<file path="config.mk">
export PLATFORM = sky130hd
export DESIGN_NAME = link_control_register_bank
export DESIGN_NICKNAME = d
export VERILOG_FILES = /design/src/verilog/link_regs_pkg.sv /design/src/verilog/link_control_register_bank.sv
export SDC_FILE = /design/constraint.sdc
export NUM_CORES = 1
export LEC_CHECK = 0
export BUFFER_PORTS_ARGS = -buffer_cell sky130_fd_sc_hd__buf_2
export CORE_ASPECT_RATIO = 0.75
export CORE_MARGIN = 1.5
export CORE_UTILIZATION = 49
export CTS_BUF_LIST = sky130_fd_sc_hd__clkbuf_8 sky130_fd_sc_hd__clkbuf_16
export CTS_CLUSTER_SIZE = 12
export DETAILED_ROUTE_END_ITERATION = 16
export PLACE_DENSITY = 0.76
export SYNTH_ARGS = -nofsm -noshare
export SYNTH_HDL_FRONTEND = slang
export SYNTH_SLANG_ARGS = --single-unit
</file>
<file path="constraint.sdc">
create_clock -name mclk -period 4.6 [get_ports mclk]
set_input_delay 0.46 -clock mclk [delete_from_list [all_inputs] [get_ports mclk]]
set_output_delay 0.46 -clock mclk [all_outputs]
set_load 0.01 [all_outputs]
</file>
<file path="src/verilog/link_regs_pkg.sv">
// register map, field positions and reset values of the link control register bank
package link_regs_pkg;
  localparam int ADDR_W = 7;
  localparam logic [6:0] OFS_PART_IDENTITY = 7'h00;
  localparam logic [6:0] OFS_SPARE_A = 7'h04;
  localparam logic [6:0] OFS_LINK_CONTROL = 7'h08;
  localparam logic [6:0] OFS_ASYNC_RETRY = 7'h4C;
  localparam logic [6:0] OFS_CTL_TX_FIRST = 7'h50;
  localparam logic [6:0] OFS_CTL_TX_LAST = 7'h54;
  localparam logic [6:0] OFS_SPARE_B = 7'h58;
  localparam logic [6:0] OFS_CTL_RX_PORT = 7'h5C;
  localparam logic [6:0] OFS_PROTO_CTRL = 7'h60;
  localparam logic [6:0] OFS_PROTO_STAT = 7'h64;
  localparam logic [6:0] OFS_PARAM_CTRL = 7'h68;
  localparam logic [6:0] OFS_PARAM_DATA = 7'h6C;
  localparam logic [6:0] OFS_CMD_FIRST = 7'h70;
  localparam logic [6:0] OFS_CMD_LAST = 7'h74;
  localparam logic [6:0] OFS_BULK_PORT = 7'h78;
  localparam logic [6:0] OFS_SPARE_C = 7'h7C;
  // bit numbers count from the msb: bit 00 is data[31]
  localparam int BIT_SOFT_RESET = 31;
  localparam int BIT_PAGE_SELECT = 28;
  localparam int BIT_BUSY_POLICY = 27;
  localparam int BIT_TX_ENABLE = 26;
  localparam int BIT_RX_ENABLE = 25;
  localparam logic [31:0] CONTROL_WMASK = 32'h1E000000;
  localparam logic [31:0] CONTROL_RESET = 32'h06000000;
  localparam logic [31:0] SCRATCH_RESET = 32'h00000000;
  localparam int SCRATCH_ROWS = 11;
  // writable lane is the most significant byte only
  localparam logic [3:0] WRITE_LANES = 4'h8;
  localparam logic [31:0] PART_ID_DEFAULT = 32'h0A5C0001; // arbitrary value
  localparam logic [1:0] RESP_OKAY = 2'h0;
  localparam logic [1:0] RESP_SLVERR = 2'h2;
  localparam int SOFT_RESET_CYCLES = 4;
  localparam logic [2:0] SOFT_RESET_LAST = 3'h3;
endpackage

</file>
<file path="src/verilog/link_control_register_bank.sv">
// axi4-lite register bank with control bits for a serial-bus link controller
//
// Contract
// - bytes go out msb first on the bus
// - quadlets go out most significant byte first
// - software writes land in byte lane 00:07
// - fields obey read, write and update tags
// - version register returns fixed id, ignores writes
// - control bit 00 triggers a device reset
// - page bit picks 256-byte half of ram
// - busy policy bit forces busy acknowledges
// - tx enable gates arbitration and sending, resets set; here only serial loads are gated, a loaded byte still shifts out
// - rx enable gates receiving, bus reset leaves it
// - other control bits power up cleared; rx enable powers up set here
//
// Decided for this implementation: the AXI4-Lite slave port.
`timescale 1ns/10ps
module link_control_register_bank #(
  parameter logic [31:0] PART_ID = link_regs_pkg::PART_ID_DEFAULT
) (
  input wire logic mclk,
  input wire logic reset_n,
  input wire logic [6:0] s_axi_awaddr,
  input wire logic [2:0] s_axi_awprot,
  input wire logic s_axi_awvalid,
  output logic s_axi_awready,
  input wire logic [31:0] s_axi_wdata,
  input wire logic [3:0] s_axi_wstrb,
  input wire logic s_axi_wvalid,
  output logic s_axi_wready,
  output logic [1:0] s_axi_bresp,
  output logic s_axi_bvalid,
  input wire logic s_axi_bready,
  input wire logic [6:0] s_axi_araddr,
  input wire logic [2:0] s_axi_arprot,
  input wire logic s_axi_arvalid,
  output logic s_axi_arready,
  output logic [31:0] s_axi_rdata,
  output logic [1:0] s_axi_rresp,
  output logic s_axi_rvalid,
  input wire logic s_axi_rready,
  input wire logic bus_reset,
  input wire logic [7:0] tx_byte,
  input wire logic tx_byte_load,
  output logic tx_serial_bit,
  input wire logic [31:0] tx_quadlet,
  output logic [7:0] tx_quadlet_byte [4],
  output logic device_reset,
  output logic data_mem_page_select,
  output logic busy_ack_policy,
  output logic transmitter_enable,
  output logic receiver_enable
);
  logic rst_meta;
  logic rst_sync_n;
  logic aw_held;
  logic w_held;
  logic [6:0] aw_addr;
  logic [31:0] w_data;
  logic [3:0] w_strb;
  logic [31:0] link_control;
  logic [31:0] scratch [link_regs_pkg::SCRATCH_ROWS];
  logic [2:0] soft_count;
  logic soft_active;
  logic [7:0] tx_shift;
  logic do_write;
  logic [31:0] next_rdata;
  logic [1:0] next_rresp;

  // decode of a register slot; reserved ones answer okay and read zero
  function automatic logic is_scratch(input logic [6:0] a);
    return (a >= link_regs_pkg::OFS_ASYNC_RETRY) && (a <= link_regs_pkg::OFS_BULK_PORT)
      && (a != link_regs_pkg::OFS_SPARE_B);
  endfunction

  // the spare slot between the fifo rows is squeezed out of the index
  function automatic logic [3:0] scratch_index(input logic [6:0] a);
    logic [6:0] d;
    d = a - link_regs_pkg::OFS_ASYNC_RETRY;
    return (d[6:2] > 5'd3) ? 4'(d[6:2] - 5'd1) : 4'(d[6:2]);
  endfunction

  // rows outside this bank, the interrupt block among them, answer slave error
  function automatic logic is_mapped(input logic [6:0] a);
    return (a <= link_regs_pkg::OFS_LINK_CONTROL) || (a >= link_regs_pkg::OFS_ASYNC_RETRY);
  endfunction

  // only reset_n feeds the bank; its release is synchronised through two flops
  always_ff @(posedge mclk or negedge reset_n)
  begin
    if (!reset_n)
    begin
      rst_meta <= 1'b0;
      rst_sync_n <= 1'b0;
    end
    else
    begin
      rst_meta <= 1'b1;
      rst_sync_n <= rst_meta;
    end
  end

  // both write channels refuse a second item until the write response is taken; the read channel until the read data is taken
  assign s_axi_awready = !aw_held;
  assign s_axi_wready = !w_held;
  assign s_axi_arready = !s_axi_rvalid;
  assign do_write = aw_held && w_held && !s_axi_bvalid;

  always_ff @(posedge mclk or negedge rst_sync_n)
  begin
    if (!rst_sync_n)
    begin
      aw_held <= 1'b0;
      w_held <= 1'b0;
      aw_addr <= 7'h00;
      w_data <= 32'h00000000;
      w_strb <= 4'h0;
      s_axi_bvalid <= 1'b0;
      s_axi_bresp <= link_regs_pkg::RESP_OKAY;
    end
    else
    begin
      if (s_axi_awvalid && !aw_held)
      begin
        aw_held <= 1'b1;
        aw_addr <= s_axi_awaddr;
      end
      if (s_axi_wvalid && !w_held)
      begin
        w_held <= 1'b1;
        w_data <= s_axi_wdata;
        w_strb <= s_axi_wstrb;
      end
      if (do_write)
      begin
        s_axi_bvalid <= 1'b1;
        s_axi_bresp <= is_mapped(aw_addr) ? link_regs_pkg::RESP_OKAY
          : link_regs_pkg::RESP_SLVERR;
      end
      else if (s_axi_bvalid && s_axi_bready)
      begin
        s_axi_bvalid <= 1'b0;
        aw_held <= 1'b0;
        w_held <= 1'b0;
      end
    end
  end

  // control register: only the writable bits of the msb lane change
  always_ff @(posedge mclk or negedge rst_sync_n)
  begin
    if (!rst_sync_n)
      link_control <= link_regs_pkg::CONTROL_RESET;
    else if (do_write && aw_addr == link_regs_pkg::OFS_LINK_CONTROL
      && (w_strb & link_regs_pkg::WRITE_LANES) != 4'h0)
      link_control <= (link_control & ~link_regs_pkg::CONTROL_WMASK)
        | (w_data & link_regs_pkg::CONTROL_WMASK);
  end

  // bus_reset is deliberately not a term here
  // enables survive bus reset
  assign transmitter_enable = link_control[link_regs_pkg::BIT_TX_ENABLE];
  assign receiver_enable = link_control[link_regs_pkg::BIT_RX_ENABLE];
  assign data_mem_page_select = link_control[link_regs_pkg::BIT_PAGE_SELECT];
  assign busy_ack_policy = link_control[link_regs_pkg::BIT_BUSY_POLICY];

  // soft reset: a pulse of fixed length; the bit reads as set while it runs
  always_ff @(posedge mclk or negedge rst_sync_n)
  begin
    if (!rst_sync_n)
    begin
      soft_active <= 1'b0;
      soft_count <= 3'h0;
    end
    else if (do_write && aw_addr == link_regs_pkg::OFS_LINK_CONTROL
      && w_strb[3] && w_data[link_regs_pkg::BIT_SOFT_RESET])
    begin
      soft_active <= 1'b1;
      soft_count <= 3'h0;
    end
    else if (soft_active)
    begin
      soft_count <= soft_count + 3'h1;
      if (soft_count == link_regs_pkg::SOFT_RESET_LAST)
        soft_active <= 1'b0;
    end
  end
  assign device_reset = soft_active;

  // the other register rows are plain storage in the msb lane
  always_ff @(posedge mclk or negedge rst_sync_n)
  begin
    if (!rst_sync_n)
    begin
      for (int i = 0; i < link_regs_pkg::SCRATCH_ROWS; i++)
        scratch[i] <= link_regs_pkg::SCRATCH_RESET;
    end
    else if (do_write && is_scratch(aw_addr) && w_strb[3])
      scratch[scratch_index(aw_addr)] <= {w_data[31:24], 24'h000000};
  end

  always_comb
  begin
    next_rdata = 32'h00000000;
    next_rresp = link_regs_pkg::RESP_OKAY;
    if (s_axi_araddr == link_regs_pkg::OFS_PART_IDENTITY)
      next_rdata = PART_ID;
    else if (s_axi_araddr == link_regs_pkg::OFS_LINK_CONTROL)
    begin
      next_rdata = link_control;
      next_rdata[link_regs_pkg::BIT_SOFT_RESET] = soft_active;
    end
    else if (is_scratch(s_axi_araddr))
      next_rdata = scratch[scratch_index(s_axi_araddr)];
    else if (!is_mapped(s_axi_araddr))
      next_rresp = link_regs_pkg::RESP_SLVERR;
  end

  // read data is captured on acceptance, so it stands until rready
  always_ff @(posedge mclk or negedge rst_sync_n)
  begin
    if (!rst_sync_n)
    begin
      s_axi_rvalid <= 1'b0;
      s_axi_rdata <= 32'h00000000;
      s_axi_rresp <= link_regs_pkg::RESP_OKAY;
    end
    else if (s_axi_arvalid && !s_axi_rvalid)
    begin
      s_axi_rvalid <= 1'b1;
      s_axi_rdata <= next_rdata;
      s_axi_rresp <= next_rresp;
    end
    else if (s_axi_rvalid && s_axi_rready)
      s_axi_rvalid <= 1'b0;
  end

  // serialiser: loads are ignored while transmit disabled, but the shifter keeps shifting out what it holds
  always_ff @(posedge mclk or negedge rst_sync_n)
  begin
    if (!rst_sync_n)
      tx_shift <= 8'h00;
    else if (tx_byte_load && transmitter_enable)
      tx_shift <= tx_byte;
    else
      tx_shift <= {tx_shift[6:0], 1'b0};
  end
  assign tx_serial_bit = tx_shift[7];

  // registered so all four lanes leave in one cycle
  // byte order on the wire
  always_ff @(posedge mclk or negedge rst_sync_n)
  begin
    if (!rst_sync_n)
    begin
      for (int i = 0; i < 4; i++)
        tx_quadlet_byte[i] <= 8'h00;
    end
    else
    begin
      for (int i = 0; i < 4; i++)
        tx_quadlet_byte[i] <= tx_quadlet[31 - 8 * i -: 8];
    end
  end

  // checks on the register bus answers, the control bits and the serial and quadlet outputs
  chk_part_id_fixed: assert property (@(posedge mclk) disable iff (!rst_sync_n)
    (s_axi_arvalid && !s_axi_rvalid && s_axi_araddr == link_regs_pkg::OFS_PART_IDENTITY)
    |=> s_axi_rdata == PART_ID)
    else $error("identity read wrong");
  chk_ctl_reset_value: assert property (@(posedge mclk)
    $rose(rst_sync_n) |-> link_control == link_regs_pkg::CONTROL_RESET)
    else $error("control reset value wrong");
  // a load while transmit is off must not reach the shifter
  chk_tx_gate: assert property (@(posedge mclk) disable iff (!rst_sync_n)
    (tx_byte_load && !transmitter_enable) |=> tx_shift == {$past(tx_shift[6:0]), 1'b0})
    else $error("load taken while transmit off");
  chk_rx_bus_reset: assert property (@(posedge mclk) disable iff (!rst_sync_n)
    (bus_reset && !do_write) |=> $stable(receiver_enable))
    else $error("rx enable changed on bus reset");
  chk_ctl_lane_write: assert property (@(posedge mclk) disable iff (!rst_sync_n)
    (do_write && aw_addr == link_regs_pkg::OFS_LINK_CONTROL && w_strb[3])
    |=> busy_ack_policy == $past(w_data[link_regs_pkg::BIT_BUSY_POLICY]))
    else $error("control lane write lost");
  chk_reserved_bits: assert property (@(posedge mclk) disable iff (!rst_sync_n)
    (link_control & ~link_regs_pkg::CONTROL_WMASK) == 32'h00000000)
    else $error("reserved control bit set");
  chk_soft_reset_len: assert property (@(posedge mclk) disable iff (!rst_sync_n)
    $rose(device_reset) |-> device_reset [*4] ##1 !device_reset)
    else $error("soft reset pulse length");
  chk_msb_first_out: assert property (@(posedge mclk) disable iff (!rst_sync_n)
    (tx_byte_load && transmitter_enable) |=> tx_serial_bit == $past(tx_byte[7]) ##1
      tx_serial_bit == $past(tx_byte[6], 2))
    else $error("bit order wrong");
  chk_quad_order: assert property (@(posedge mclk) disable iff (!rst_sync_n)
    rst_sync_n |=> tx_quadlet_byte[0] == $past(tx_quadlet[31:24])
      && tx_quadlet_byte[1] == $past(tx_quadlet[23:16])
      && tx_quadlet_byte[2] == $past(tx_quadlet[15:8])
      && tx_quadlet_byte[3] == $past(tx_quadlet[7:0]))
    else $error("byte order wrong");
  chk_page_sel: assert property (@(posedge mclk) disable iff (!rst_sync_n)
    (do_write && aw_addr == link_regs_pkg::OFS_LINK_CONTROL && w_strb[3])
    |=> data_mem_page_select == $past(w_data[link_regs_pkg::BIT_PAGE_SELECT]))
    else $error("page select not written");
  chk_read_latency: assert property (@(posedge mclk) disable iff (!rst_sync_n)
    (s_axi_arvalid && s_axi_arready) |=> s_axi_rvalid)
    else $error("read answer late");
  chk_write_answer: assert property (@(posedge mclk) disable iff (!rst_sync_n)
    do_write |=> s_axi_bvalid)
    else $error("write answer missing");
  // a slot outside the bank must not look like a stored register
  chk_unmapped_werr: assert property (@(posedge mclk) disable iff (!rst_sync_n)
    (do_write && !is_mapped(aw_addr)) |=> s_axi_bresp == link_regs_pkg::RESP_SLVERR)
    else $error("unmapped write answered okay");
  chk_unmapped_rerr: assert property (@(posedge mclk) disable iff (!rst_sync_n)
    (s_axi_arvalid && !s_axi_rvalid && !is_mapped(s_axi_araddr))
    |=> s_axi_rresp == link_regs_pkg::RESP_SLVERR)
    else $error("unmapped read answered okay");
  chk_spare_read_zero: assert property (@(posedge mclk) disable iff (!rst_sync_n)
    (s_axi_arvalid && !s_axi_rvalid && (s_axi_araddr == link_regs_pkg::OFS_SPARE_A
      || s_axi_araddr == link_regs_pkg::OFS_SPARE_B
      || s_axi_araddr == link_regs_pkg::OFS_SPARE_C))
    |=> s_axi_rdata == 32'h00000000 && s_axi_rresp == link_regs_pkg::RESP_OKAY)
    else $error("spare slot not zero");
  chk_scratch_lane: assert property (@(posedge mclk) disable iff (!rst_sync_n)
    (s_axi_arvalid && !s_axi_rvalid && is_scratch(s_axi_araddr))
    |=> s_axi_rdata[23:0] == 24'h000000)
    else $error("lower lanes stored");
  chk_strobe_ignored: assert property (@(posedge mclk) disable iff (!rst_sync_n)
    (do_write && aw_addr == link_regs_pkg::OFS_LINK_CONTROL && !w_strb[3])
    |=> $stable(link_control))
    else $error("write without msb lane landed");
  // the soft reset bit is not stored; it shows the pulse while it runs
  chk_soft_bit_read: assert property (@(posedge mclk) disable iff (!rst_sync_n)
    (s_axi_arvalid && !s_axi_rvalid && s_axi_araddr == link_regs_pkg::OFS_LINK_CONTROL)
    |=> s_axi_rdata[link_regs_pkg::BIT_SOFT_RESET] == $past(soft_active))
    else $error("soft reset bit reads wrong");
  chk_ctl_readback: assert property (@(posedge mclk) disable iff (!rst_sync_n)
    (s_axi_arvalid && !s_axi_rvalid && s_axi_araddr == link_regs_pkg::OFS_LINK_CONTROL)
    |=> (s_axi_rdata & link_regs_pkg::CONTROL_WMASK)
      == ($past(link_control) & link_regs_pkg::CONTROL_WMASK))
    else $error("control readback wrong");
  // control fields and the link side
  chk_tx_enable_write: assert property (@(posedge mclk) disable iff (!rst_sync_n)
    (do_write && aw_addr == link_regs_pkg::OFS_LINK_CONTROL && w_strb[3])
    |=> transmitter_enable == $past(w_data[link_regs_pkg::BIT_TX_ENABLE]))
    else $error("tx enable not written");
  chk_rx_enable_write: assert property (@(posedge mclk) disable iff (!rst_sync_n)
    (do_write && aw_addr == link_regs_pkg::OFS_LINK_CONTROL && w_strb[3])
    |=> receiver_enable == $past(w_data[link_regs_pkg::BIT_RX_ENABLE]))
    else $error("rx enable not written");
  chk_soft_cause: assert property (@(posedge mclk) disable iff (!rst_sync_n)
    $rose(device_reset) |-> $past(do_write) && $past(w_data[link_regs_pkg::BIT_SOFT_RESET]))
    else $error("device reset without request");
  chk_msb_last_bit: assert property (@(posedge mclk) disable iff (!rst_sync_n)
    (tx_byte_load && transmitter_enable) ##1 !tx_byte_load [*7]
    |=> tx_serial_bit == $past(tx_byte[0], 8))
    else $error("last bit wrong");
  // main scenarios
  cov_write_ctl: cover property (@(posedge mclk) do_write
    && aw_addr == link_regs_pkg::OFS_LINK_CONTROL);
  cov_soft_reset: cover property (@(posedge mclk) $rose(device_reset));
  cov_id_read: cover property (@(posedge mclk) s_axi_rvalid && s_axi_rdata == PART_ID);
  cov_unmapped: cover property (@(posedge mclk) s_axi_bvalid
    && s_axi_bresp == link_regs_pkg::RESP_SLVERR);
  cov_tx_load: cover property (@(posedge mclk) tx_byte_load && transmitter_enable);
endmodule

</file>
==> summary.md, run 1 <==
| Metric | Value |
|---|---|
| Status | `finished, final reports clean` |
| Final GP Congestion | `~0.84` |
| Critical path class | `reg -> reg` |
| Slowest Stage Delay on Critical Path | `0.75 ns` |
| Clock Sinks | `around 170` |
| Syn Inst Count | `between 600 and 700` |
| Crit path required time | `4.91 ns` |
| Pin count of the biggest net entering global routing | `around 140` |
| Slew HR | `0.231` |
| Die Wd | `152 um` |
| Mean Syn Cell Area | `roughly 13 sq um` |
| Final net count | `880` |
| Chip height | `115 um` |
| Clk slew on worst S/H paths | `approximately 0.060 ns` |
| Hold endpoint | `tx_quadlet_byte[0]` |
| Leakage | `around 4.5 nW` |
| Mapped Area | `approximately 8200 sq um` |
| WHS Path Cells | `1` |
| Pwr Total | `roughly 0.0049 W` |
| Internal reg-to-reg setup slack | `between 0.7 and 0.8 ns` |
| Die area | `approximately 18000 sq um` |
| Final TNS setup | `0 ns` |
| Port-buffer cells | `128` |
| DP HPWL | `about 13 mm` |
| Worst R2R Path Depth | `7` |
| Worst path bufs/invs | `1` |
| Final Hold Violating Endpoints | `0` |
| P&R area growth vs syn | `15.6%` |
| Hold Path Class | `in -> reg` |
| CP endpoint kind | `flip-flop` |
| Final setup violating endpoints | `0` |
| HP Start | `tx_quadlet[0]` |
| Post-synth ARST share | `1.00` |
| Max Slew Vio Count | `0` |
| Critical R2R Capture | `scratch[24]` |
| Grt ovf | `0` |
| First-pass GRT wire length | `roughly 31 mm` |
| Htree depth | `4` |
| Worst hold margin | `approximately 0.13 ns` |
| Global Route Usage Sum | `0.232` |
| Router iterations before antenna repair | `5` |
| Initial Utilization | `0.506` |
| Period utilization | `0.840` |
| Maxcap violations | `0` |
| Clk_skew | `between 0.009 and 0.01 ns` |
| CP Max Fanout | `18` |
| PnR worst setup slack | `0.738 ns` |
| Seq/Total Area, Yosys | `0.516` |
| Routed Antenna Nets | `0` |
| Tmin final | `a little under 4 ns` |
| CP Cell Sequence | `clkinv_1, ha_1, or3_4, nand3_1, xnor2_1, and4_1, mux2_2` |
| Worst-skew pair later-pin latency | `between 0.4 and 0.5 ns` |
| CTS Buffer Depth | `2` |
| Post-synth EDFFs | `0` |
| Synth Flop Type | `dfrtp_1` |
| CP max stage cell | `ha_1` |
| PostCTS Resize Cnt | `0` |
| Upper clock frequency limit | `between 200 and 300 MHz` |
| Diode count | `0` |
| WP data arrival | `4.18 ns` |
| Vias in the first global route | `between 6k and 7k` |
| Vias/cell | `5.89` |
| Seq cells post-synth | `~170` |
| Worst-Margin Slew | `1.15 ns` |
| Final WL | `19.4 mm` |
| Vias after detailed routing | `about 5.8k` |
| R2R Path Start | `aw_addr[2]` |
| Root Buffer | `clkbuf_16` |
| Wirelength per Cell | `between 15 and 20 um` |
| Worst path top cell family by delay | `simple AND/OR/NAND/NOR gates` |
| Placeable Area | `~16000 sq um` |
| Yosys warning total | `0` |
| Stages on the worst setup path | `7` |
| P per Cell Area | `approximately 510 nW/um^2` |
| Worst vdd ir | `0.274 mV` |
| Pre-CTS setup slack | `0.870 ns` |
| Number of fillers in the final layout | `~1.3k` |
| First DRT Iteration DRCs | `between 300 and 400` |
| Layout cell share with drive strength beyond 1 | `0.405` |
| Unrepaired setup endpoints after global routing | `false` |
| CTS tree | `done` |
| TritonCTS Buffers | `17` |
| Crit start category | `flip-flop` |
| Row count | `40` |
| Drt drc | `0` |
| Initial antenna violation count | `0` |
| Synth unique cells | `75` |
| Io pins | `184` |
| Layout Utilization | `0.585` |
| Setup Fix Bufs, Post-CTS | `0` |
-- metrics by stage --
| step | area (sq um) | instances |
|---|---|---|
| 6_report | 9480 | 985 |
| 5_1_grt | 9480 | 985 |
| 3_3_place_gp | 8890 | 953 |
| 3_5_place_dp | 8890 | 953 |
| 2_1_floorplan | 8280 | 669 |
| 4_1_cts | 9480 | 985 |
-- synthesized netlist by cell type (all sizes together), types with 8 or more instances --
master | number | area (sq um)
nand2 | 34 | 128
dfrtp | 167 | 4180
mux4 | 23 | 518
o22ai | 20 | 125
inv | 15 | 56.3
a21oi | 26 | 134
mux2i | 8 | 80.1
clkbuf | 17 | 65.1
nand3 | 15 | 90.1
buf | 41 | 274
nor3 | 9 | 45.0
o21ai | 14 | 73.8
mux2 | 107 | 1200
ha | 12 | 150
nor2 | 27 | 101
-- state kept, by name, summed over array words and instances (netlist names), 3 cells and up --
name	cells
link_control	4
s_axi_rdata	9
w_data	8
tx_quadlet_byte	32
scratch	88
soft_count	3
aw_addr	7
tx_shift	8
-- worst max-delay path by stage --
stage / from / endpoint / slack, ns
finish: aw_addr[2] / scratch[24] / 0.74
global route: aw_addr[2] / scratch[30] / 0.59
CTS: aw_addr[2] / scratch[252] / 0.84
detailed placement: aw_addr[2] / scratch[249] / 0.87
global placement: aw_addr[2] / scratch[253] / 1.00
floorplan: rst_sync_n / aw_addr[0] / 1.81
-- layout make-up --
cell class	count	area (sq um)	share of cell area
clock buffer	18	439	0.0463
clock inverter	13	144	0.0152
inverter	17	63.8	0.00673
multi-input combinational	425	3640	0.384
sequential	169	4240	0.447
tap	210	263	0.0277
timing repair buffer	133	693	0.0731
-- power breakdown --
group | leakage, nW | internal (W) | switching, W | total, W
Combinational | 2.06 | 0.000600 | 0.000610 | 0.00121
Clock | 0.281 | 0.000817 | 0.000604 | 0.00142
Sequential | 2.20 | 0.00183 | 0.000397 | 0.00222
-- what timing repair did --
item                                   in CTS  in global routing
hold buffers                                1                  0
setup endpoints to repair                   0                  0
endpoints found under the hold margin       2                  0
-- cell usage in the layout (no fill, tap or decap), types with 3 or more instances in the layout --
cell type,n
nor3_1,9
and2_1,5
clkinvlp_4,3
o31ai_1,3
a32oi_1,4
ha_1,12
a211oi_1,3
and3_1,6
nand4_1,3
nor2_1,27
nand3_1,12
inv_6,4
mux2_2,107
o21ai_0,13
nor2b_1,7
nand2_1,34
a22o_1,3
buf_4,3
o22ai_1,20
a21oi_1,25
a31oi_1,4
xnor2_1,6
o21a_1,4
mux2i_1,8
mux4_2,23
clkinv_2,3
dfrtp_1,166
nand3_2,3
conb_1,22
inv_1,14
buf_2,128
clkbuf_16,17
nand2b_1,4
-- kinds of logic (layout without fill, tap and decap cells) --
group,after synthesis,count (layout),share of synthesized area
compound gates,110,110,0.0962
xor+xnor,9,9,0.0105
fa+ha+maj,12,12,0.0183
buf+inv,75,181,0.0491
flops,169,169,0.516
mux,138,138,0.220
other cells,2,22,0.000916
simple gates,134,134,0.0892
-- per-layer routing --
layer / up-vias / share of wire / track usage
met5: - / 0 / 0
met4: 0 / 0.014 / 0.0822
met3: 22 / 0.075 / 0.0528
met2: 258 / 0.49 / 0.383
met1: 2943 / 0.42 / 0.305
li1: 2574 / - / -
-- worst register-to-register path, cell delays in order (launching register included) --
cell	delay [ns]
dfrtp_1	0.73
clkinv_1	0.43
ha_1	0.75
or3_4	0.25
nand3_1	0.18
xnor2_1	0.43
and4_1	0.58
mux2_2	0.39
(Power assumes the default switching activity.)
==> run 2, diff against run 1 <==
==> constraint.sdc (replaced) <==
create_clock -name mclk -period 3.5 [get_ports mclk]
set_input_delay 0.35 -clock mclk [delete_from_list [all_inputs] [get_ports mclk]]
set_output_delay 0.35 -clock mclk [all_outputs]
set_load 0.01 [all_outputs]
==> run 2 against run 1 <==
Effect of this change: clock-buffer cell count stayed put; cell count increased by 1.0%; highest routed layer unchanged; sequential share of layout area down 0.40 points; sequential power up 30%; largest power group unchanged; setup slack got worse by 0.36 ns; hold slack lost 0.11 ns; die area stayed put; global-route usage decreased by 0.48 points.
==> summary.md, run 2 (synthesis gave the netlist of run 1 again) <==
| Metric | Value |
|---|---|
| Clk_skew | `0.00905 ns (-0.000322 ns)` |
| Maxcap violations | `0 (unchanged)` |
| Clock Sinks | `169 (unchanged)` |
| Leakage | `4.59 nW (+1.3%)` |
| Grt ovf | `0 (unchanged)` |
| WP data arrival | `3.43 ns (-0.75 ns)` |
| Number of fillers in the final layout | `1299 (+0.39%)` |
| Final std cells w/o fill | `995 (+1.0%)` |
| Status | `finished, final reports clean` |
| Vias after detailed routing | `5855 (+1.0%)` |
| Root Buffer | `clkbuf_16` |
| PostCTS Resize Cnt | `0 (unchanged)` |
| Unrepaired setup endpoints after global routing | `false` |
| CP Cell Sequence | `inv_1, ha_1, xnor2_1, o31ai_4, nand3_1, xnor2_1, and4_1, mux2_2` |
| Final setup violating endpoints | `0 (unchanged)` |
| Final net count | `889 (+1.0%)` |
| Commonest non-fill, non-tap cells in the layout | `dfrtp_1 (166), buf_2 (128), mux2_2 (107)` |
| DP HPWL | `13.6 mm (+1.9%)` |
| Max Slew Vio Count | `0 (unchanged)` |
| Vias/cell | `5.88 (about the same)` |
| Worst-skew pair later-pin latency | `0.43 ns (about the same)` |
| Router iterations before antenna repair | `6 (+1)` |
| Worst vdd ir | `0.389 mV (+42%)` |
| Final GP Congestion | `0.862 (+2.2%)` |
| Chip height | `115 um (unchanged)` |
| Drt drc | `0 (unchanged)` |
| Pin count of the biggest net entering global routing | `69 (-49%)` |
| CTS Buffer Depth | `2 (unchanged)` |
| Worst path top cell family by delay | `simple AND/OR/NAND/NOR gates` |
| Routed Antenna Nets | `0 (unchanged)` |
| P per Cell Area | `672 nW/um^2 (+31%)` |
| Hold Path Class | `in -> reg` |
| CTS tree | `done` |
| Final TNS setup | `0 ns (unchanged)` |
| Slowest Stage Delay on Critical Path | `0.60 ns (-0.15 ns)` |
| Most common cell after layout, fill and taps aside | `dfrtp_1` |
| Critical path class | `reg -> reg` |
| Tmin final | `3.12 ns (-0.738 ns)` |
| Final Hold Violating Endpoints | `0 (unchanged)` |
| Port-buffer cells | `128 (unchanged)` |
| TritonCTS Buffers | `17 (unchanged)` |
| Upper clock frequency limit | `320 MHz (+24%)` |
| Post-Place Cell Area | `8960 sq um (+0.76%)` |
| Crit path required time | `3.81 ns (-1.10 ns)` |
| Biggest register | `scratch` |
| Worst path bufs/invs | `1 (unchanged)` |
| WHS Path Cells | `1 (unchanged)` |
| Slew HR | `0.412 (+0.181)` |
| Die Wd | `152 um (unchanged)` |
| Footprint of the multi-input gates | `3640 sq um (unchanged)` |
| First DRT Iteration DRCs | `374 (-2.1%)` |
| Most Frequent Cell on Critical Path | `xnor2_1` |
| First-pass GRT wire length | `30.8 mm (-1.8%)` |
| Die area | `17500 sq um (unchanged)` |
| Post-route cell area | `9570 sq um (+0.91%)` |
| Placed insts | `962 (+0.94%)` |
| Wirelength per Cell | `19.1 um (-2.7%)` |
| Vias in the first global route | `5981 (-0.48%)` |
| Row count | `40 (unchanged)` |
| Period utilization | `0.893 (+0.0529)` |
| FF+latch area | `4240 sq um (unchanged)` |
| Diode count | `0 (unchanged)` |
| Largest regs | `scratch x88, tx_quadlet_byte x32, s_axi_rdata x9` |
| Max reg flops | `88 (unchanged)` |
| CP endpoint kind | `flip-flop` |
| Final WL | `19.0 mm (-1.8%)` |
| P&R area growth vs syn | `16.6%` |
| Layout cell share with drive strength beyond 1 | `0.413 (+0.00758)` |
| Worst-Margin Slew | `0.879 ns (-0.272 ns)` |
| Worst R2R Path Depth | `8 (+1)` |
| Stages on the worst setup path | `8 (+1)` |
| Initial Utilization | `0.506 (unchanged)` |
| CP Max Fanout | `9 (-9)` |
| Clk slew on worst S/H paths | `0.07 ns (about the same)` |
| CP max stage cell | `and4_1` |
| Htree depth | `4 (unchanged)` |
| Io pins | `184 (unchanged)` |
| Crit start category | `flip-flop` |
| Placeable Area | `16200 sq um (unchanged)` |
| Global Route Usage Sum | `0.227 (-0.00479)` |
| Initial antenna violation count | `0 (unchanged)` |
## run 2: power breakdown
part           total, W  leakage (nW)  switching (W)  internal, W
logic           0.00164          2.10       0.000825     0.000813
registers       0.00289          2.20       0.000491      0.00240
clock network   0.00190         0.294       0.000811      0.00109
total           0.00643          4.59        0.00213      0.00430
## run 2: path summary, 6_finish.rpt
path,from,slack (ns),end
setup / recovery,aw_addr[4],0.38,scratch[30]
setup reg to reg,aw_addr[4],0.38,scratch[30]
max in group asynchronous,rst_sync_n,2.20,link_control[25]
hold reg to reg,rst_meta,0.36,rst_sync_n
min in group asynchronous,reset_n,0.23,rst_sync_n
hold / removal,tx_quadlet[19],0.02,tx_quadlet_byte[19]
## run 2: timing repair
action	CTS	global route
hold endpoints to repair	2	0
hold buffers	1	0
setup buffers	0	0
## run 2: cell type report
cell class / instances / share of cell area
timing repair buffer: 142 / 0.0795
clock inverter: 14 / 0.0170
multi-input combinational: 425 / 0.381
clock buffer: 18 / 0.0459
tap: 210 / 0.0275
sequential: 169 / 0.443
inverter: 17 / 0.00667
## run 2: stage by stage
step | hold slack [ns] | setup slack, ns | util | power (W)
final | 0.0222 | 0.376 | 0.590 | 0.00643
after global routing | 0.00181 | 0.267 | 0.590 | 0.00676
after CTS | 0.00770 | 0.449 | 0.590 | 0.00645
after detailed placement | 0.139 | 0.483 | 0.552 | 0.00454
after global placement | 0.137 | 0.612 | 0.552 | 0.00439
after floorplan | 0.0544 | 0.708 | - | 0.00401
## run 2: metal layers
layer,track usage,routed length (um),part of all wire
met1,0.298,8100,0.43
met2,0.383,9460,0.50
met3,0.0505,1250,0.066
met4,0.0673,242,0.013
met5,0,0,0
